**src/cmec_pkg.sv**
```systemverilog
/*
  Package for the CAN mode and error-state controller: register offsets,
  field positions, reset values, mode encodings and thresholds.
  Assumes a 32-bit APB slave with one aligned word per register.
*/
package cmec_pkg;

  // ---------------------------------------------------------------------------
  // Register offsets (byte addresses)
  // ---------------------------------------------------------------------------
  localparam logic [7:0] CMEC_ADDR_CTRL = 8'h00;
  localparam logic [7:0] CMEC_ADDR_STAT = 8'h04;
  localparam logic [7:0] CMEC_ADDR_ERRCNT = 8'h08;
  localparam logic [7:0] CMEC_ADDR_EVENT = 8'h0C;
  localparam logic [7:0] CMEC_ADDR_TSTAMP = 8'h10;
  localparam logic [7:0] CMEC_ADDR_MASKINV = 8'h14;
  localparam logic [7:0] CMEC_ADDR_PROTECT = 8'h18;
  localparam logic [7:0] CMEC_ADDR_RXDATA = 8'h1C;

  // ---------------------------------------------------------------------------
  // Control register fields
  // ---------------------------------------------------------------------------
  localparam int CMEC_CTRL_MODE_LSB = 0;
  localparam int CMEC_CTRL_MODE_W = 3;
  localparam int CMEC_CTRL_TEST_LSB = 4;
  localparam int CMEC_CTRL_TEST_W = 2;
  localparam int CMEC_CTRL_OVERWRITE = 8;
  localparam int CMEC_CTRL_MBXPRIO = 9;
  localparam int CMEC_CTRL_PORTEN = 10;
  localparam int CMEC_CTRL_STOP = 11;
  localparam logic [31:0] CMEC_CTRL_RESET = 32'h0000_0800;

  // Requested modes.
  localparam logic [2:0] CMEC_REQ_SLEEP = 3'h0;
  localparam logic [2:0] CMEC_REQ_RESET = 3'h1;
  localparam logic [2:0] CMEC_REQ_HALT = 3'h2;
  localparam logic [2:0] CMEC_REQ_OPER = 3'h3;

  // Test settings.
  localparam logic [1:0] CMEC_TEST_NORMAL = 2'h0;
  localparam logic [1:0] CMEC_TEST_LISTEN = 2'h1;
  localparam logic [1:0] CMEC_TEST_EXTLOOP = 2'h2;
  localparam logic [1:0] CMEC_TEST_INTLOOP = 2'h3;

  // Event register bits (write one to clear).
  localparam int CMEC_EV_MSGLOST = 0;
  localparam int CMEC_EV_TSERR = 1;
  localparam int CMEC_EV_BUSOFF = 2;

  // Bus status encoding.
  localparam logic [1:0] CMEC_BUS_ACTIVE = 2'h0;
  localparam logic [1:0] CMEC_BUS_PASSIVE = 2'h1;
  localparam logic [1:0] CMEC_BUS_OFF = 2'h2;

  // ---------------------------------------------------------------------------
  // Thresholds and timing
  // ---------------------------------------------------------------------------
  localparam logic [8:0] CMEC_PASSIVE_LIMIT = 9'h07F;
  localparam logic [8:0] CMEC_BUSOFF_LIMIT = 9'h0FF;
  localparam logic [31:0] CMEC_UNLOCK_KEY = 32'h0000_A502;
  localparam int CMEC_CLK_MHZ = 25;
  localparam int CMEC_TRANS_NS = 200;
  localparam int CMEC_TRANS_CYC = (CMEC_TRANS_NS * CMEC_CLK_MHZ + 999) / 1000;
  localparam logic [15:0] CMEC_TS_RESET = 16'hFFFF;

  typedef enum logic [4:0] {
    CMEC_ST_SLEEP = 5'b00001,
    CMEC_ST_RESET = 5'b00010,
    CMEC_ST_HALT = 5'b00100,
    CMEC_ST_OPER = 5'b01000,
    CMEC_ST_MOVE = 5'b10000
  } cmec_state_t;

endpackage

```
**src/cmec_fifo.sv**
```systemverilog
/*
  Synchronous FIFO with valid/ready on both sides.
  Assumes one clock and a synchronous active-high reset.
*/
`timescale 1ns/1ps
module cmec_fifo #(
  parameter int WIDTH = 32,
  parameter int DEPTH = 8
) (
  input wire logic clock,
  input wire logic srst,
  input wire logic inValid,
  output logic inReady,
  input wire logic [WIDTH-1:0] inData,
  output logic outValid,
  input wire logic outReady,
  output logic [WIDTH-1:0] outData,
  output logic [$clog2(DEPTH):0] level
);

  localparam int AW = $clog2(DEPTH);

  logic [WIDTH-1:0] mem [DEPTH];
  logic [AW-1:0] wrPtr_q;
  logic [AW-1:0] rdPtr_q;
  logic [AW:0] count_q;
  logic doWrite;
  logic doRead;

  assign inReady = (count_q != DEPTH[AW:0]) || outReady;
  assign outValid = (count_q != '0);
  assign outData = mem[rdPtr_q];
  assign level = count_q;
  assign doWrite = inValid && inReady;
  assign doRead = outValid && outReady;

  always_ff @(posedge clock) begin
    if (doWrite) begin
      mem[wrPtr_q] <= inData;
    end
  end

  always_ff @(posedge clock) begin
    if (srst) begin
      wrPtr_q <= '0;
      rdPtr_q <= '0;
      count_q <= '0;
    end else begin
      if (doWrite) begin
        wrPtr_q <= (wrPtr_q == AW'(DEPTH - 1)) ? '0 : wrPtr_q + 1'b1;
      end
      if (doRead) begin
        rdPtr_q <= (rdPtr_q == AW'(DEPTH - 1)) ? '0 : rdPtr_q + 1'b1;
      end
      if (doWrite && !doRead) begin
        count_q <= count_q + 1'b1;
      end else if (doRead && !doWrite) begin
        count_q <= count_q - 1'b1;
      end
    end
  end

endmodule

```
**src/cmec_err_state.sv**
```systemverilog
/*
  Bus error-state classifier from the transmit and receive error counters.
  Assumes the counters are held by the protocol engine and are synchronous.
*/
`timescale 1ns/1ps
module cmec_err_state (
  input wire logic clock,
  input wire logic srst,
  input wire logic clearBusOff,
  input wire logic [8:0] txErrCnt,
  input wire logic [7:0] rxErrCnt,
  output logic [1:0] busState
);

  logic busOff_q;

  // Bus-off latches once the transmit counter passes its limit.
  always_ff @(posedge clock) begin
    if (srst) begin
      busOff_q <= 1'b0;
    end else if (txErrCnt > cmec_pkg::CMEC_BUSOFF_LIMIT) begin
      busOff_q <= 1'b1;
    end else if (clearBusOff) begin
      busOff_q <= 1'b0;
    end
  end

  always_comb begin
    if (busOff_q) begin
      busState = cmec_pkg::CMEC_BUS_OFF;
    end else if (txErrCnt >= cmec_pkg::CMEC_PASSIVE_LIMIT || {1'b0, rxErrCnt} >= cmec_pkg::CMEC_PASSIVE_LIMIT) begin
      busState = cmec_pkg::CMEC_BUS_PASSIVE;
    end else begin
      busState = cmec_pkg::CMEC_BUS_ACTIVE;
    end
  end

endmodule

```
**src/cmec_ctrl.sv**
```systemverilog
/*
  Mode and error-state control of a mailbox CAN controller with APB registers,
  port/transceiver enable, test settings and a receive data FIFO.
  Assumes a synchronous APB master on the same clock and a protocol engine
  that supplies error counters, receive frames and time stamp ticks.
*/
//
// Contract
// - Error-active while both counters below passive.
// - Error-passive once either counter reaches 127.
// - Bus-off when transmit counter exceeds 255.
// - New frame may overwrite unread mailbox.
// - Transmit priority by identifier or mailbox.
// - Per-mailbox mask invalid forces exact match.
// - Sleep left only on request.
// - Halt and reset status show completion.
// - Module-stop halts; unlock needed to clear.
// - Time stamp error when counter hits zero.
// - Flag received message lost or overwritten.
// - Power-up state is sleep.
`timescale 1ns/1ps
module cmec_ctrl #(
  parameter int MBOX = 32,
  parameter int FIFO_DEPTH = 8
) (
  input wire logic clock,
  input wire logic srst,
  input wire logic psel,
  input wire logic penable,
  input wire logic pwrite,
  input wire logic [7:0] paddr,
  input wire logic [31:0] pwdata,
  output logic [31:0] prdata,
  output logic pready,
  output logic pslverr,
  input wire logic [8:0] txErrCnt,
  input wire logic [7:0] rxErrCnt,
  input wire logic rxFrameValid,
  input wire logic [31:0] rxFrameData,
  output logic rxFrameReady,
  input wire logic tsTick,
  input wire logic engAckReq,
  input wire logic engErrReq,
  input wire logic engTxBit,
  input wire logic rxPin,
  output logic txPinOut,
  output logic txPinOe,
  output logic xcvrEnable,
  output logic engRxBit,
  output logic engRun,
  output logic prioByMbox,
  output logic [MBOX-1:0] maskInvalid
);

  // ---------------------------------------------------------------------------
  // Registers
  // ---------------------------------------------------------------------------
  logic [2:0] reqMode_q;
  logic [1:0] testSel_q;
  logic overwrite_q;
  logic prioMbox_q;
  logic portEn_q;
  logic stop_q;
  logic unlock_q;
  logic [MBOX-1:0] maskInv_q;
  logic [15:0] tsCount_q;
  logic msgLost_q;
  logic tsErr_q;
  logic busOffEv_q;
  cmec_pkg::cmec_state_t state_q;
  logic [2:0] target_q;
  logic [7:0] moveCnt_q;
  logic [31:0] prdata_q;
  logic pready_q;
  logic pslverr_q;
  logic txPinOut_q;
  logic txPinOe_q;
  logic xcvrEnable_q;
  logic engRxBit_q;
  logic engRun_q;
  logic prioByMbox_q;
  logic [MBOX-1:0] maskInvalidOut_q;
  logic rxFrameReady_q;

  logic [1:0] busState;
  logic wrAccess;
  logic rdAccess;
  logic fifoInReady;
  logic fifoOutValid;
  logic fifoPop;
  logic [31:0] fifoOutData;
  logic [$clog2(FIFO_DEPTH):0] fifoLevel;
  logic rxAccept;
  logic rxLose;
  logic loopback;

  // ---------------------------------------------------------------------------
  // APB decode
  // ---------------------------------------------------------------------------
  assign wrAccess = psel && penable && pwrite && pready_q;
  assign rdAccess = psel && penable && !pwrite && pready_q;
  assign fifoPop = rdAccess && (paddr == cmec_pkg::CMEC_ADDR_RXDATA) && fifoOutValid;

  // One wait state: pready rises in the second access cycle.
  always_ff @(posedge clock) begin
    if (srst) begin
      pready_q <= 1'b0;
    end else begin
      pready_q <= psel && penable && !pready_q;
    end
  end

  // Control register, writes blocked while stopped; the stop bit sets freely but clears only after an unlock.
  always_ff @(posedge clock) begin
    if (srst) begin
      reqMode_q <= cmec_pkg::CMEC_REQ_SLEEP;
      testSel_q <= cmec_pkg::CMEC_TEST_NORMAL;
      overwrite_q <= 1'b0;
      prioMbox_q <= 1'b0;
      portEn_q <= 1'b0;
      stop_q <= 1'b1;
    end else if (wrAccess && paddr == cmec_pkg::CMEC_ADDR_CTRL) begin
      if (!stop_q) begin
        reqMode_q <= pwdata[cmec_pkg::CMEC_CTRL_MODE_LSB +: cmec_pkg::CMEC_CTRL_MODE_W];
        testSel_q <= pwdata[cmec_pkg::CMEC_CTRL_TEST_LSB +: cmec_pkg::CMEC_CTRL_TEST_W];
        overwrite_q <= pwdata[cmec_pkg::CMEC_CTRL_OVERWRITE];
        prioMbox_q <= pwdata[cmec_pkg::CMEC_CTRL_MBXPRIO];
        portEn_q <= pwdata[cmec_pkg::CMEC_CTRL_PORTEN];
      end
      if (unlock_q || pwdata[cmec_pkg::CMEC_CTRL_STOP]) begin
        stop_q <= pwdata[cmec_pkg::CMEC_CTRL_STOP];
      end
    end
  end

  // Write-protect unlock: a key write arms one following control write.
  always_ff @(posedge clock) begin
    if (srst) begin
      unlock_q <= 1'b0;
    end else if (wrAccess && paddr == cmec_pkg::CMEC_ADDR_PROTECT) begin
      unlock_q <= (pwdata == cmec_pkg::CMEC_UNLOCK_KEY);
    end else if (wrAccess && paddr == cmec_pkg::CMEC_ADDR_CTRL) begin
      unlock_q <= 1'b0;
    end
  end

  always_ff @(posedge clock) begin
    if (srst) begin
      maskInv_q <= '0;
    end else if (wrAccess && paddr == cmec_pkg::CMEC_ADDR_MASKINV && !stop_q) begin
      maskInv_q <= pwdata[MBOX-1:0];
    end
  end

  // ---------------------------------------------------------------------------
  // Mode state machine
  // ---------------------------------------------------------------------------
  always_ff @(posedge clock) begin
    if (srst) begin
      state_q <= cmec_pkg::CMEC_ST_SLEEP;
      target_q <= cmec_pkg::CMEC_REQ_SLEEP;
      moveCnt_q <= '0;
    end else if (stop_q) begin
      state_q <= state_q;
    end else begin
      unique case (state_q)
        cmec_pkg::CMEC_ST_MOVE: begin
          if (moveCnt_q == 8'(cmec_pkg::CMEC_TRANS_CYC - 1)) begin
            unique case (target_q)
              cmec_pkg::CMEC_REQ_RESET: state_q <= cmec_pkg::CMEC_ST_RESET;
              cmec_pkg::CMEC_REQ_HALT: state_q <= cmec_pkg::CMEC_ST_HALT;
              cmec_pkg::CMEC_REQ_OPER: state_q <= cmec_pkg::CMEC_ST_OPER;
              default: state_q <= cmec_pkg::CMEC_ST_SLEEP;
            endcase
          end else begin
            moveCnt_q <= moveCnt_q + 8'h01;
          end
        end
        cmec_pkg::CMEC_ST_SLEEP, cmec_pkg::CMEC_ST_RESET,
        cmec_pkg::CMEC_ST_HALT, cmec_pkg::CMEC_ST_OPER: begin
          // Sleep is only left when software requests another mode.
          if (reqMode_q != target_q) begin
            target_q <= reqMode_q;
            moveCnt_q <= '0;
            state_q <= cmec_pkg::CMEC_ST_MOVE;
          end
        end
      endcase
    end
  end

  // ---------------------------------------------------------------------------
  // Events: time stamp, lost messages, bus-off
  // ---------------------------------------------------------------------------
  always_ff @(posedge clock) begin
    if (srst) begin
      tsCount_q <= cmec_pkg::CMEC_TS_RESET;
    end else if (tsTick && state_q == cmec_pkg::CMEC_ST_OPER) begin
      tsCount_q <= tsCount_q - 16'h0001;
    end
  end

  // Frames arrive while the FIFO is full: overwrite mode drops the oldest.
  assign rxAccept = rxFrameValid && (!rxLose || overwrite_q);
  assign rxLose = rxFrameValid && fifoLevel[$clog2(FIFO_DEPTH)];

  always_ff @(posedge clock) begin
    if (srst) begin
      msgLost_q <= 1'b0;
      tsErr_q <= 1'b0;
      busOffEv_q <= 1'b0;
    end else begin
      // Hardware set wins over a same-cycle clear.
      if (rxLose) begin
        msgLost_q <= 1'b1;
      end else if (wrAccess && paddr == cmec_pkg::CMEC_ADDR_EVENT && pwdata[cmec_pkg::CMEC_EV_MSGLOST]) begin
        msgLost_q <= 1'b0;
      end
      if (tsCount_q == 16'h0000) begin
        tsErr_q <= 1'b1;
      end else if (wrAccess && paddr == cmec_pkg::CMEC_ADDR_EVENT && pwdata[cmec_pkg::CMEC_EV_TSERR]) begin
        tsErr_q <= 1'b0;
      end
      if (busState == cmec_pkg::CMEC_BUS_OFF) begin
        busOffEv_q <= 1'b1;
      end else if (wrAccess && paddr == cmec_pkg::CMEC_ADDR_EVENT && pwdata[cmec_pkg::CMEC_EV_BUSOFF]) begin
        busOffEv_q <= 1'b0;
      end
    end
  end

  cmec_err_state u_err (
    .clock(clock),
    .srst(srst),
    .clearBusOff(state_q == cmec_pkg::CMEC_ST_RESET),
    .txErrCnt(txErrCnt),
    .rxErrCnt(rxErrCnt),
    .busState(busState)
  );

  cmec_fifo #(
    .WIDTH(32),
    .DEPTH(FIFO_DEPTH)
  ) u_fifo (
    .clock(clock),
    .srst(srst),
    .inValid(rxAccept),
    .inReady(fifoInReady),
    .inData(rxFrameData),
    .outValid(fifoOutValid),
    .outReady(fifoPop || (rxLose && overwrite_q)),
    .outData(fifoOutData),
    .level(fifoLevel)
  );

  // ---------------------------------------------------------------------------
  // Pins and engine controls
  // ---------------------------------------------------------------------------
  assign loopback = (testSel_q == cmec_pkg::CMEC_TEST_INTLOOP);

  always_ff @(posedge clock) begin
    if (srst) begin
      txPinOut_q <= 1'b1;
      txPinOe_q <= 1'b0;
      xcvrEnable_q <= 1'b0;
      engRxBit_q <= 1'b1;
      engRun_q <= 1'b0;
      prioByMbox_q <= 1'b0;
      maskInvalidOut_q <= '0;
      rxFrameReady_q <= 1'b0;
    end else begin
      xcvrEnable_q <= portEn_q && !stop_q;
      txPinOe_q <= portEn_q && !stop_q && !loopback;
      if (testSel_q == cmec_pkg::CMEC_TEST_LISTEN && (engAckReq || engErrReq)) begin
        txPinOut_q <= 1'b1;
      end else begin
        txPinOut_q <= engTxBit;
      end
      engRxBit_q <= loopback ? engTxBit : rxPin;
      engRun_q <= (state_q == cmec_pkg::CMEC_ST_OPER) && !stop_q;
      prioByMbox_q <= prioMbox_q;
      maskInvalidOut_q <= maskInv_q;
      rxFrameReady_q <= fifoInReady || overwrite_q;
    end
  end

  // ---------------------------------------------------------------------------
  // Read data
  // ---------------------------------------------------------------------------
  always_ff @(posedge clock) begin
    if (srst) begin
      prdata_q <= '0;
      pslverr_q <= 1'b0;
    end else if (psel && penable && !pready_q) begin
      pslverr_q <= 1'b0;
      unique case (paddr)
        cmec_pkg::CMEC_ADDR_CTRL: prdata_q <= {20'h00000, stop_q, portEn_q, prioMbox_q, overwrite_q,
                                               2'h0, testSel_q, 1'b0, reqMode_q};
        cmec_pkg::CMEC_ADDR_STAT: prdata_q <= {22'h000000, busState, 3'h0, state_q};
        cmec_pkg::CMEC_ADDR_ERRCNT: prdata_q <= {15'h0000, txErrCnt, rxErrCnt};
        cmec_pkg::CMEC_ADDR_EVENT: prdata_q <= {29'h00000000, busOffEv_q, tsErr_q, msgLost_q};
        cmec_pkg::CMEC_ADDR_TSTAMP: prdata_q <= {16'h0000, tsCount_q};
        cmec_pkg::CMEC_ADDR_MASKINV: prdata_q <= 32'(maskInv_q);
        cmec_pkg::CMEC_ADDR_PROTECT: prdata_q <= {31'h00000000, unlock_q};
        cmec_pkg::CMEC_ADDR_RXDATA: prdata_q <= fifoOutValid ? fifoOutData : 32'h00000000;
        default: begin
          prdata_q <= 32'h00000000;
          pslverr_q <= 1'b1;
        end
      endcase
    end else begin
      pslverr_q <= 1'b0;
    end
  end

  assign prdata = prdata_q;
  assign pready = pready_q;
  assign pslverr = pslverr_q;
  assign txPinOut = txPinOut_q;
  assign txPinOe = txPinOe_q;
  assign xcvrEnable = xcvrEnable_q;
  assign engRxBit = engRxBit_q;
  assign engRun = engRun_q;
  assign prioByMbox = prioByMbox_q;
  assign maskInvalid = maskInvalidOut_q;
  assign rxFrameReady = rxFrameReady_q;

endmodule

```
**config.mk**
```make
export PLATFORM = sky130hd
export DESIGN_NAME = cmec_ctrl
export DESIGN_NICKNAME = d
export VERILOG_FILES = /design/src/cmec_pkg.sv /design/src/cmec_fifo.sv /design/src/cmec_err_state.sv /design/src/cmec_ctrl.sv
export SDC_FILE = /design/constraint.sdc
export NUM_CORES = 1
export LEC_CHECK = 0
export ABC_AREA = 1
export BUFFER_PORTS_ARGS = -buffer_cell sky130_fd_sc_hd__buf_2
export CORE_AREA = 2 2 176 178
export CTS_CLUSTER_SIZE = 20
export DETAILED_ROUTE_END_ITERATION = 12
export DIE_AREA = 0 0 178 180
export HOLD_SLACK_MARGIN = 0.08
export PLACE_DENSITY_LB_ADDON = 0.2
export SLEW_MARGIN = 20
export SYNTH_ARGS = -nofsm -noshare
export SYNTH_HDL_FRONTEND = slang
export SYNTH_HIERARCHICAL = 1
export SYNTH_SLANG_ARGS = --single-unit
export TNS_END_PERCENT = 100
```
**constraint.sdc**
```tcl
create_clock -name clock -period 13.55 [get_ports clock]
set_input_delay 0.6775 -clock clock [delete_from_list [all_inputs] [get_ports clock]]
set_output_delay 0.6775 -clock clock [all_outputs]
set_load 0.005 [all_outputs]
```
==> results of run 1 <==
area by class of cell:
| type | instances | area, µm² |
|---|---|---|
| tap | 396 | 495 |
| clock inverter | 20 | 166 |
| inverter | 140 | 526 |
| timing repair buffer | 191 | 1010 |
| fill | 2403 | 9970 |
| multi-input combinational | 1267 | 5870 |
| antenna | 2 | 5.00 |
| clock buffer | 55 | 1180 |
| sequential | 420 | 11000 |
where the power goes:
part	leakage, nW	internal, mW	switching [mW]
clock	0.660	0.667	0.465
sequential	3.64	1.42	0.0182
combinational	3.71	0.0667	0.170
total	8.02	2.15	0.653
kinds of logic (layout without fill, tap and decap cells):
kind of cell	Yosys count	count (layout)	synth area share, %
and+or+nand+nor	889	889	20.6
xor gates and xnor gates	11	11	0.540
other	0	2	0
AOI/OAI and AO/OA	356	356	10.6
adders and majority gates	11	11	0.814
buffers and inverters	236	406	5.87
DFF	420	420	61.5
routing by layer:
metal	routed length, µm	global-route usage (%)
met1	18700	37.5
met2	20500	43.8
met3	3430	4.04
met4	1120	8.92
met5	32	0
state kept, by name, indices dropped and copies added, names as in the netlist, 2 cells and up, named ones only:
name	cells
u_fifo/mem	256
maskInv_q	32
maskInvalid	32
prdata	32
tsCount_q	16
moveCnt_q	8
state_q	5
u_fifo/level	4
reqMode_q	3
target_q	3
u_fifo/rdPtr_q	3
u_fifo/wrPtr_q	3
testSel_q	2
cell usage in the layout, fill, tap and decap left out, types with 10 or more instances in the layout:
cell,n
a21oi_1,70
a21oi_2,26
buf_2,171
buf_4,20
clkbuf_16,45
clkinv_1,12
dfxtp_1,162
edfxtp_1,256
ha_1,10
inv_1,132
nand2_1,350
nand3_1,121
nand4_1,15
nor2_1,353
nor3_1,13
o21ai_0,189
o21ai_1,64
through the flow:
step,setup slack (ns),hold WS [ns],cells
floorplan,8.92,0.416,1923
global placement,8.71,0.430,2414
detailed placement,8.51,0.431,2414
CTS,9.06,0.335,2489
global route,9.04,0.375,2490
finish,9.40,0.351,2491
worst max-delay path, stage by stage:
cell and delay, ns:
buf_2 0.11, inv_2 0.05, nand2_1 0.08, nor2_4 0.66, nand2_1 0.43, inv_2 0.33, nand4_1 0.24, o21ai_0 0.18
nor2_1 0.08, nand3_1 0.18, nand2_2 0.22, nor3_4 0.64, buf_4 0.43
final timing paths:
path | from | end | slack [ns] | cells after the start
max | paddr[5] | u_fifo/mem[1][19] | 9.40 | 13
min | engTxBit | txPinOut | 0.35 | 3
max reg2reg | flop | prdata[10] | 10.23 | 11
min reg2reg | maskInv_q[7] | maskInvalid[7] | 0.44 | 2
==> results by group, run 1 <==
STA
  – Achievable Freq: 241 MHz
  – Setup Viol. Count Final: 0
  – Slew @ Worst Pin: 1.04 ns
  – Clock Skew: 0.0136 ns
  – Post-layout minimum cycle time: 4.15 ns
  – Sum Neg Setup Slack: 0 ns
  – Fin crit share: 30.6%
  – RSZ-0062 raised after global routing: false
  – Slew headroom: 30.7%
  – Fin. Hold Viols: 0
  – Slew Limit Fails: 0

Setup path
  – CP arrival: 4.35 ns
  – Req. time, crit path: 13.76 ns
  – Crit path kind: primary input to flop
  – Worst Setup Start Kind: primary input
  – CP Max Fanout: 37
  – Crit. End Element: flop

Layout
  – Layout cells sized above 1: 14.7%
  – Area growth from synthesis to layout: 13.3%
  – Fin nets: 2,174
  – Cell area after layout: 20,200 µm²
  – Core Util, Final: 67.0%

Synth
  – Netlist cell types: 39
  – Area contributors post-synth: edfxtp_1 (43%), dfxtp_1 (18%), nor2_1 (7.4%)
  – Ys async rst share: 0%
  – YS warnings: 6
  – Sequential element share of the synthesized area: 61.5%
  – Yosys top cell area share: 43.1%
  – Count leader, synth: nor2_1
  – Mapped cell area: 17,800 µm²
  – Syn Inst Count: 1,923
  – Avg Inst Size Synth: 9.28 µm²
  – Yosys top cell by area: edfxtp_1
  – Synth Flop Type: edfxtp_1
  – FF+latch count, synth: 420
  – Syn_nets: 2,034
  – Number of synthesized flops with an enable pin: 256
  – Commonest cells post-synth: nor2_1 (353), nand2_1 (350), edfxtp_1 (256)

Global route
  – Initial antenna violation count: 4
  – Vias in the first global route: 12,600
  – First-pass GRT wire length: 67,700 µm
  – Pin count of the biggest net entering global routing: 95
  – GRT Overall Usage: 27.0%
  – Grt total ovfl: 0

Clocking
  – Clk Latency, worst-skew pair: 0.54 ns
  – Hold buffers post-CTS: 0
  – H-tree depth: 2
  – Max Buffers Root-to-Sink: 3
  – Clock sinks: 420
  – PostCTS Resize Cnt: 0
  – CTS tree: done
  – Postcts setup bufs: 0
  – CTS root buffer: clkbuf_16
  – CTS clk-pin slew, worst paths: 0.06 ns
  – Num CTS Buffers: 43

Power
  – Peak supply drop: 0.000119 V
  – P per Cell Area: 139 nW/µm²
  – Tot Pwr: 2.80 mW
  – Leak: 8.02 nW

Die
  – Placement Rows: 64
  – Die area: 32,000 µm²
  – Initial Util: 59.1%
  – Die Height: 180 µm
  – Die Span X: 178 µm
  – Ports: 173
  – Core Region: 30,200 µm²

Status
  – Outcome: complete, no violations

Drt
  – DRC: 0
  – Router iterations before antenna repair: 5
  – Final ANT Viol Nets: 0
  – Vias: 13,700
  – Vias/cell: 5.51
  – Routed WL: 43,800 µm
  – Initial drt markers: 1,143
  – Routed len/inst: 17.6 µm

Run
  – Max_cap viols: 0

Placed design
  – Number of port buffers: 172
  – Global placement routability congestion: 0.912
  – Area after DPL: 18,900 µm²
  – Detail Placement HPWL: 28,200 µm

Worst hold path
  – Min-Delay Path Class: primary input to flop
No activity file was read; power rests on OpenSTA's default activity.
==> run 2: changes to the inputs <==
- CORE_AREA: 2 2 176 178 -> 2 2 187 189
- DIE_AREA: 0 0 178 180 -> 0 0 189 191
- clock period: 13.55 -> 3.6 ns (I/O delays scaled with it)
==> results by group, run 2 (synthesis results as in run 1) <==
STA
  – Sum Neg Setup Slack: 0 ns (unchanged)
  – Setup Viol. Count Final: 0 (unchanged)
  – Achievable Freq: 330 MHz
  – Slew headroom: 31.7% (was 30.7%)
  – Post-layout minimum cycle time: 3.03 ns
  – Fin. Hold Viols: 0 (unchanged)
  – Fin crit share: 84.2%
  – Slew Limit Fails: 0 (unchanged)
  – Slew @ Worst Pin: 1.03 ns (was 1.04 ns)
  – RSZ-0062 raised after global routing: false (unchanged)
  – Clock Skew: 0.0133 ns (was 0.0136 ns)

Layout
  – Core Util, Final: 62.0% (was 67.0%)
  – Fin nets: 2,258 (was 2,174)
  – Fill cells: 2,805 (was 2,403)
  – Largest register FFs: 256 (unchanged)
  – Cell area after layout: 21,200 µm² (was 20,200 µm²)
  – Commonest cells after routing, fill and taps aside: nor2_1 (353), nand2_1 (350), edfxtp_1 (256) (unchanged)
  – Largest Register: u_fifo/mem (unchanged)
  – Commonest non-fill, non-tap cell in the layout: nor2_1 (unchanged)
  – Layout cells sized above 1: 14.4% (was 14.7%)
  – Area growth from synthesis to layout: 18.7% (was 13.3%)

Setup path
  – Top cell family by delay on the critical path: simple AND/OR/NAND/NOR gates (unchanged)
  – Cell chain of the critical path: dlygate4sd3_1 > buf_2 > inv_1 > nand2_1 > nor2_4 > nand2_1 > inv_2 > nand4_1 > o21ai_0 > nor2_1 > nand3_1 > nand2_2 > inv_1 > ha_1 > inv_1 > ha_1 > or2_2 > nand3_1 > nand3_1 > nand2_1 > inv_1 (was buf_2 > inv_2 > nand2_1 > nor2_4 > nand2_1 > inv_2 > nand4_1 > o21ai_0 > nor2_1 > nand3_1 > nand2_2 > nor3_4 > buf_4)
  – CP max stage cell: dlygate4sd3_1 (was nor2_4)
  – Crit. End Element: flop (unchanged)
  – Reg-to-reg critical path startpoint: u_fifo/level[0]
  – R2R depth: 16 (was 11)
  – Crit path kind: primary input to flop (unchanged)
  – CP arrival: 3.50 ns (was 4.35 ns)
  – Req. time, crit path: 4.06 ns (was 13.76 ns)
  – Reg2Reg Setup Slack: 0.71 ns (was 10.23 ns)
  – Crit path buffers/inverters: 7 (was 4)
  – CP dominant cell by count: inv_1
  – Worst Setup Start Kind: primary input (unchanged)
  – Reg2reg end: u_fifo/level[3] (was prdata[10])
  – CP Max Fanout: 17 (was 37)
  – Slowest stage delay, CP: 0.53 ns (was 0.66 ns)
  – Crit path from: paddr[6] (was paddr[5])

Clocking
  – Max Buffers Root-to-Sink: 3 (unchanged)
  – CTS tree: done (unchanged)
  – Clk Latency, worst-skew pair: 0.56 ns (was 0.54 ns)
  – Clock sinks: 420 (unchanged)
  – CTS root buffer: clkbuf_16 (unchanged)
  – CTS clk-pin slew, worst paths: 0.06 ns (about the same)
  – Num CTS Buffers: 43 (unchanged)
  – H-tree depth: 2 (unchanged)

Drt
  – Vias/cell: 5.31 (was 5.51)
  – Vias: 14,000 (was 13,700)
  – Final ANT Viol Nets: 0 (unchanged)
  – Routed WL: 45,800 µm (was 43,800 µm)
  – Routed len/inst: 17.3 µm (was 17.6 µm)
  – Initial drt markers: 1,152 (was 1,143)
  – DRC: 0 (unchanged)
  – Router iterations before antenna repair: 7 (was 5)

Worst hold path
  – Min-Delay Path Class: primary input to flop (unchanged)
  – Hold Path Sink: tsCount_q[9] (was txPinOut)
  – Hold depth: 6 (was 3)
  – Hold path start: tsTick (was engTxBit)

Global route
  – Pin count of the biggest net entering global routing: 101 (was 95)
  – First-pass GRT wire length: 70,200 µm (was 67,700 µm)
  – Grt total ovfl: 0 (unchanged)
  – Vias in the first global route: 13,100 (was 12,600)
  – GRT Overall Usage: 25.0% (was 27.0%)
  – Initial antenna violation count: 2 (was 4)

Die
  – Core Region: 34,100 µm² (was 30,200 µm²)
  – Ports: 173 (unchanged)
  – Die area: 36,100 µm² (was 32,000 µm²)
  – Die Span X: 189 µm (was 178 µm)
  – Initial Util: 52.3% (was 59.1%)
  – Die Height: 191 µm (was 180 µm)
  – Placement Rows: 68 (was 64)

Placed design
  – Detail Placement HPWL: 28,300 µm (was 28,200 µm)
  – Area after DPL: 19,000 µm² (was 18,900 µm²)
  – Number of port buffers: 172 (unchanged)
  – Global placement routability congestion: 0.902 (was 0.912)

Run
  – Max_cap viols: 0 (unchanged)

Power
  – Tot Pwr: 10.6 mW (was 2.80 mW)
  – Leak: 8.38 nW (was 8.02 nW)
  – Peak supply drop: 0.000446 V (was 0.000119 V)
  – P per Cell Area: 503 nW/µm² (was 139 nW/µm²)

Status
  – Outcome: complete, no violations (unchanged)
run 2: changes by cell type in the layout (fill, tap and decap cells not counted), sizes merged:
cell | before | now
dlygate4sd3 | 0 | 77
clkbuf | 55 | 63
buf | 191 | 198
clkinv | 19 | 16
bufinv | 3 | 2
inv | 137 | 138
run 2: repair_timing:
action                     4_1_cts  5_1_grt
hold endpoints to repair       321        0
gates resized for setup          0        0
hold buffers                    77        0
setup endpoints to repair        0        0
buffers inserted                 0        0
run 2: area by class of cell:
cell class	count	area, µm²	area share [%]
flip-flops and latches	420	11000	51.8
inverters	140	526	2.48
clock inverters	17	149	0.703
multi-input cells	1267	5860	27.7
diodes	2	5.00	0.0236
clock buffers	63	1200	5.68
repair buffers	275	1880	8.88
well taps	455	569	2.69
run 2: worst max-delay path by stage:
stage,cells past startpoint,slack (ns),to
CTS,21,0.62,u_fifo/level[3]
global route,21,0.30,u_fifo/level[3]
global placement,20,0.38,u_fifo/level[3]
floorplan,10,-0.84,u_fifo/mem[6][0]
finish,21,0.57,u_fifo/level[3]
detailed placement,20,0.31,u_fifo/level[3]
run 2: through the flow:
step / cells / worst slack [ns] / hold slack (ns)
after global placement: 2480 / 0.381 / 0.418
final: 2639 / 0.567 / 0.109
after CTS: 2637 / 0.624 / 0.0826
after floorplan: 1923 / -0.843 / 0.249
after global routing: 2639 / 0.298 / 0.124
after detailed placement: 2480 / 0.308 / 0.419
run 2: routing by layer:
metal | routed length, µm | up-vias | global-route usage, %
met5 | 0 | - | 0
met4 | 972 | 0 | 7.45
met1 | 20500 | 6582 | 33.9
met3 | 2920 | 75 | 4.63
li1 | - | 6872 | -
met2 | 21400 | 479 | 41.1
run 2: worst reg2reg max path, delay by kind of cell (launching register included):
family / cells / cell delay (ns)
compound gates: 1 / 0.13
fa+ha+maj: 2 / 0.49
buf+inv: 3 / 0.29
flops: 1 / 0.37
simple gates: 10 / 1.52
run 2: where the power goes:
group | internal, mW | switching (mW) | leakage (nW)
Clock | 2.47 | 1.80 | 0.656
Sequential | 5.33 | 0.0672 | 3.64
Combinational | 0.308 | 0.662 | 4.08
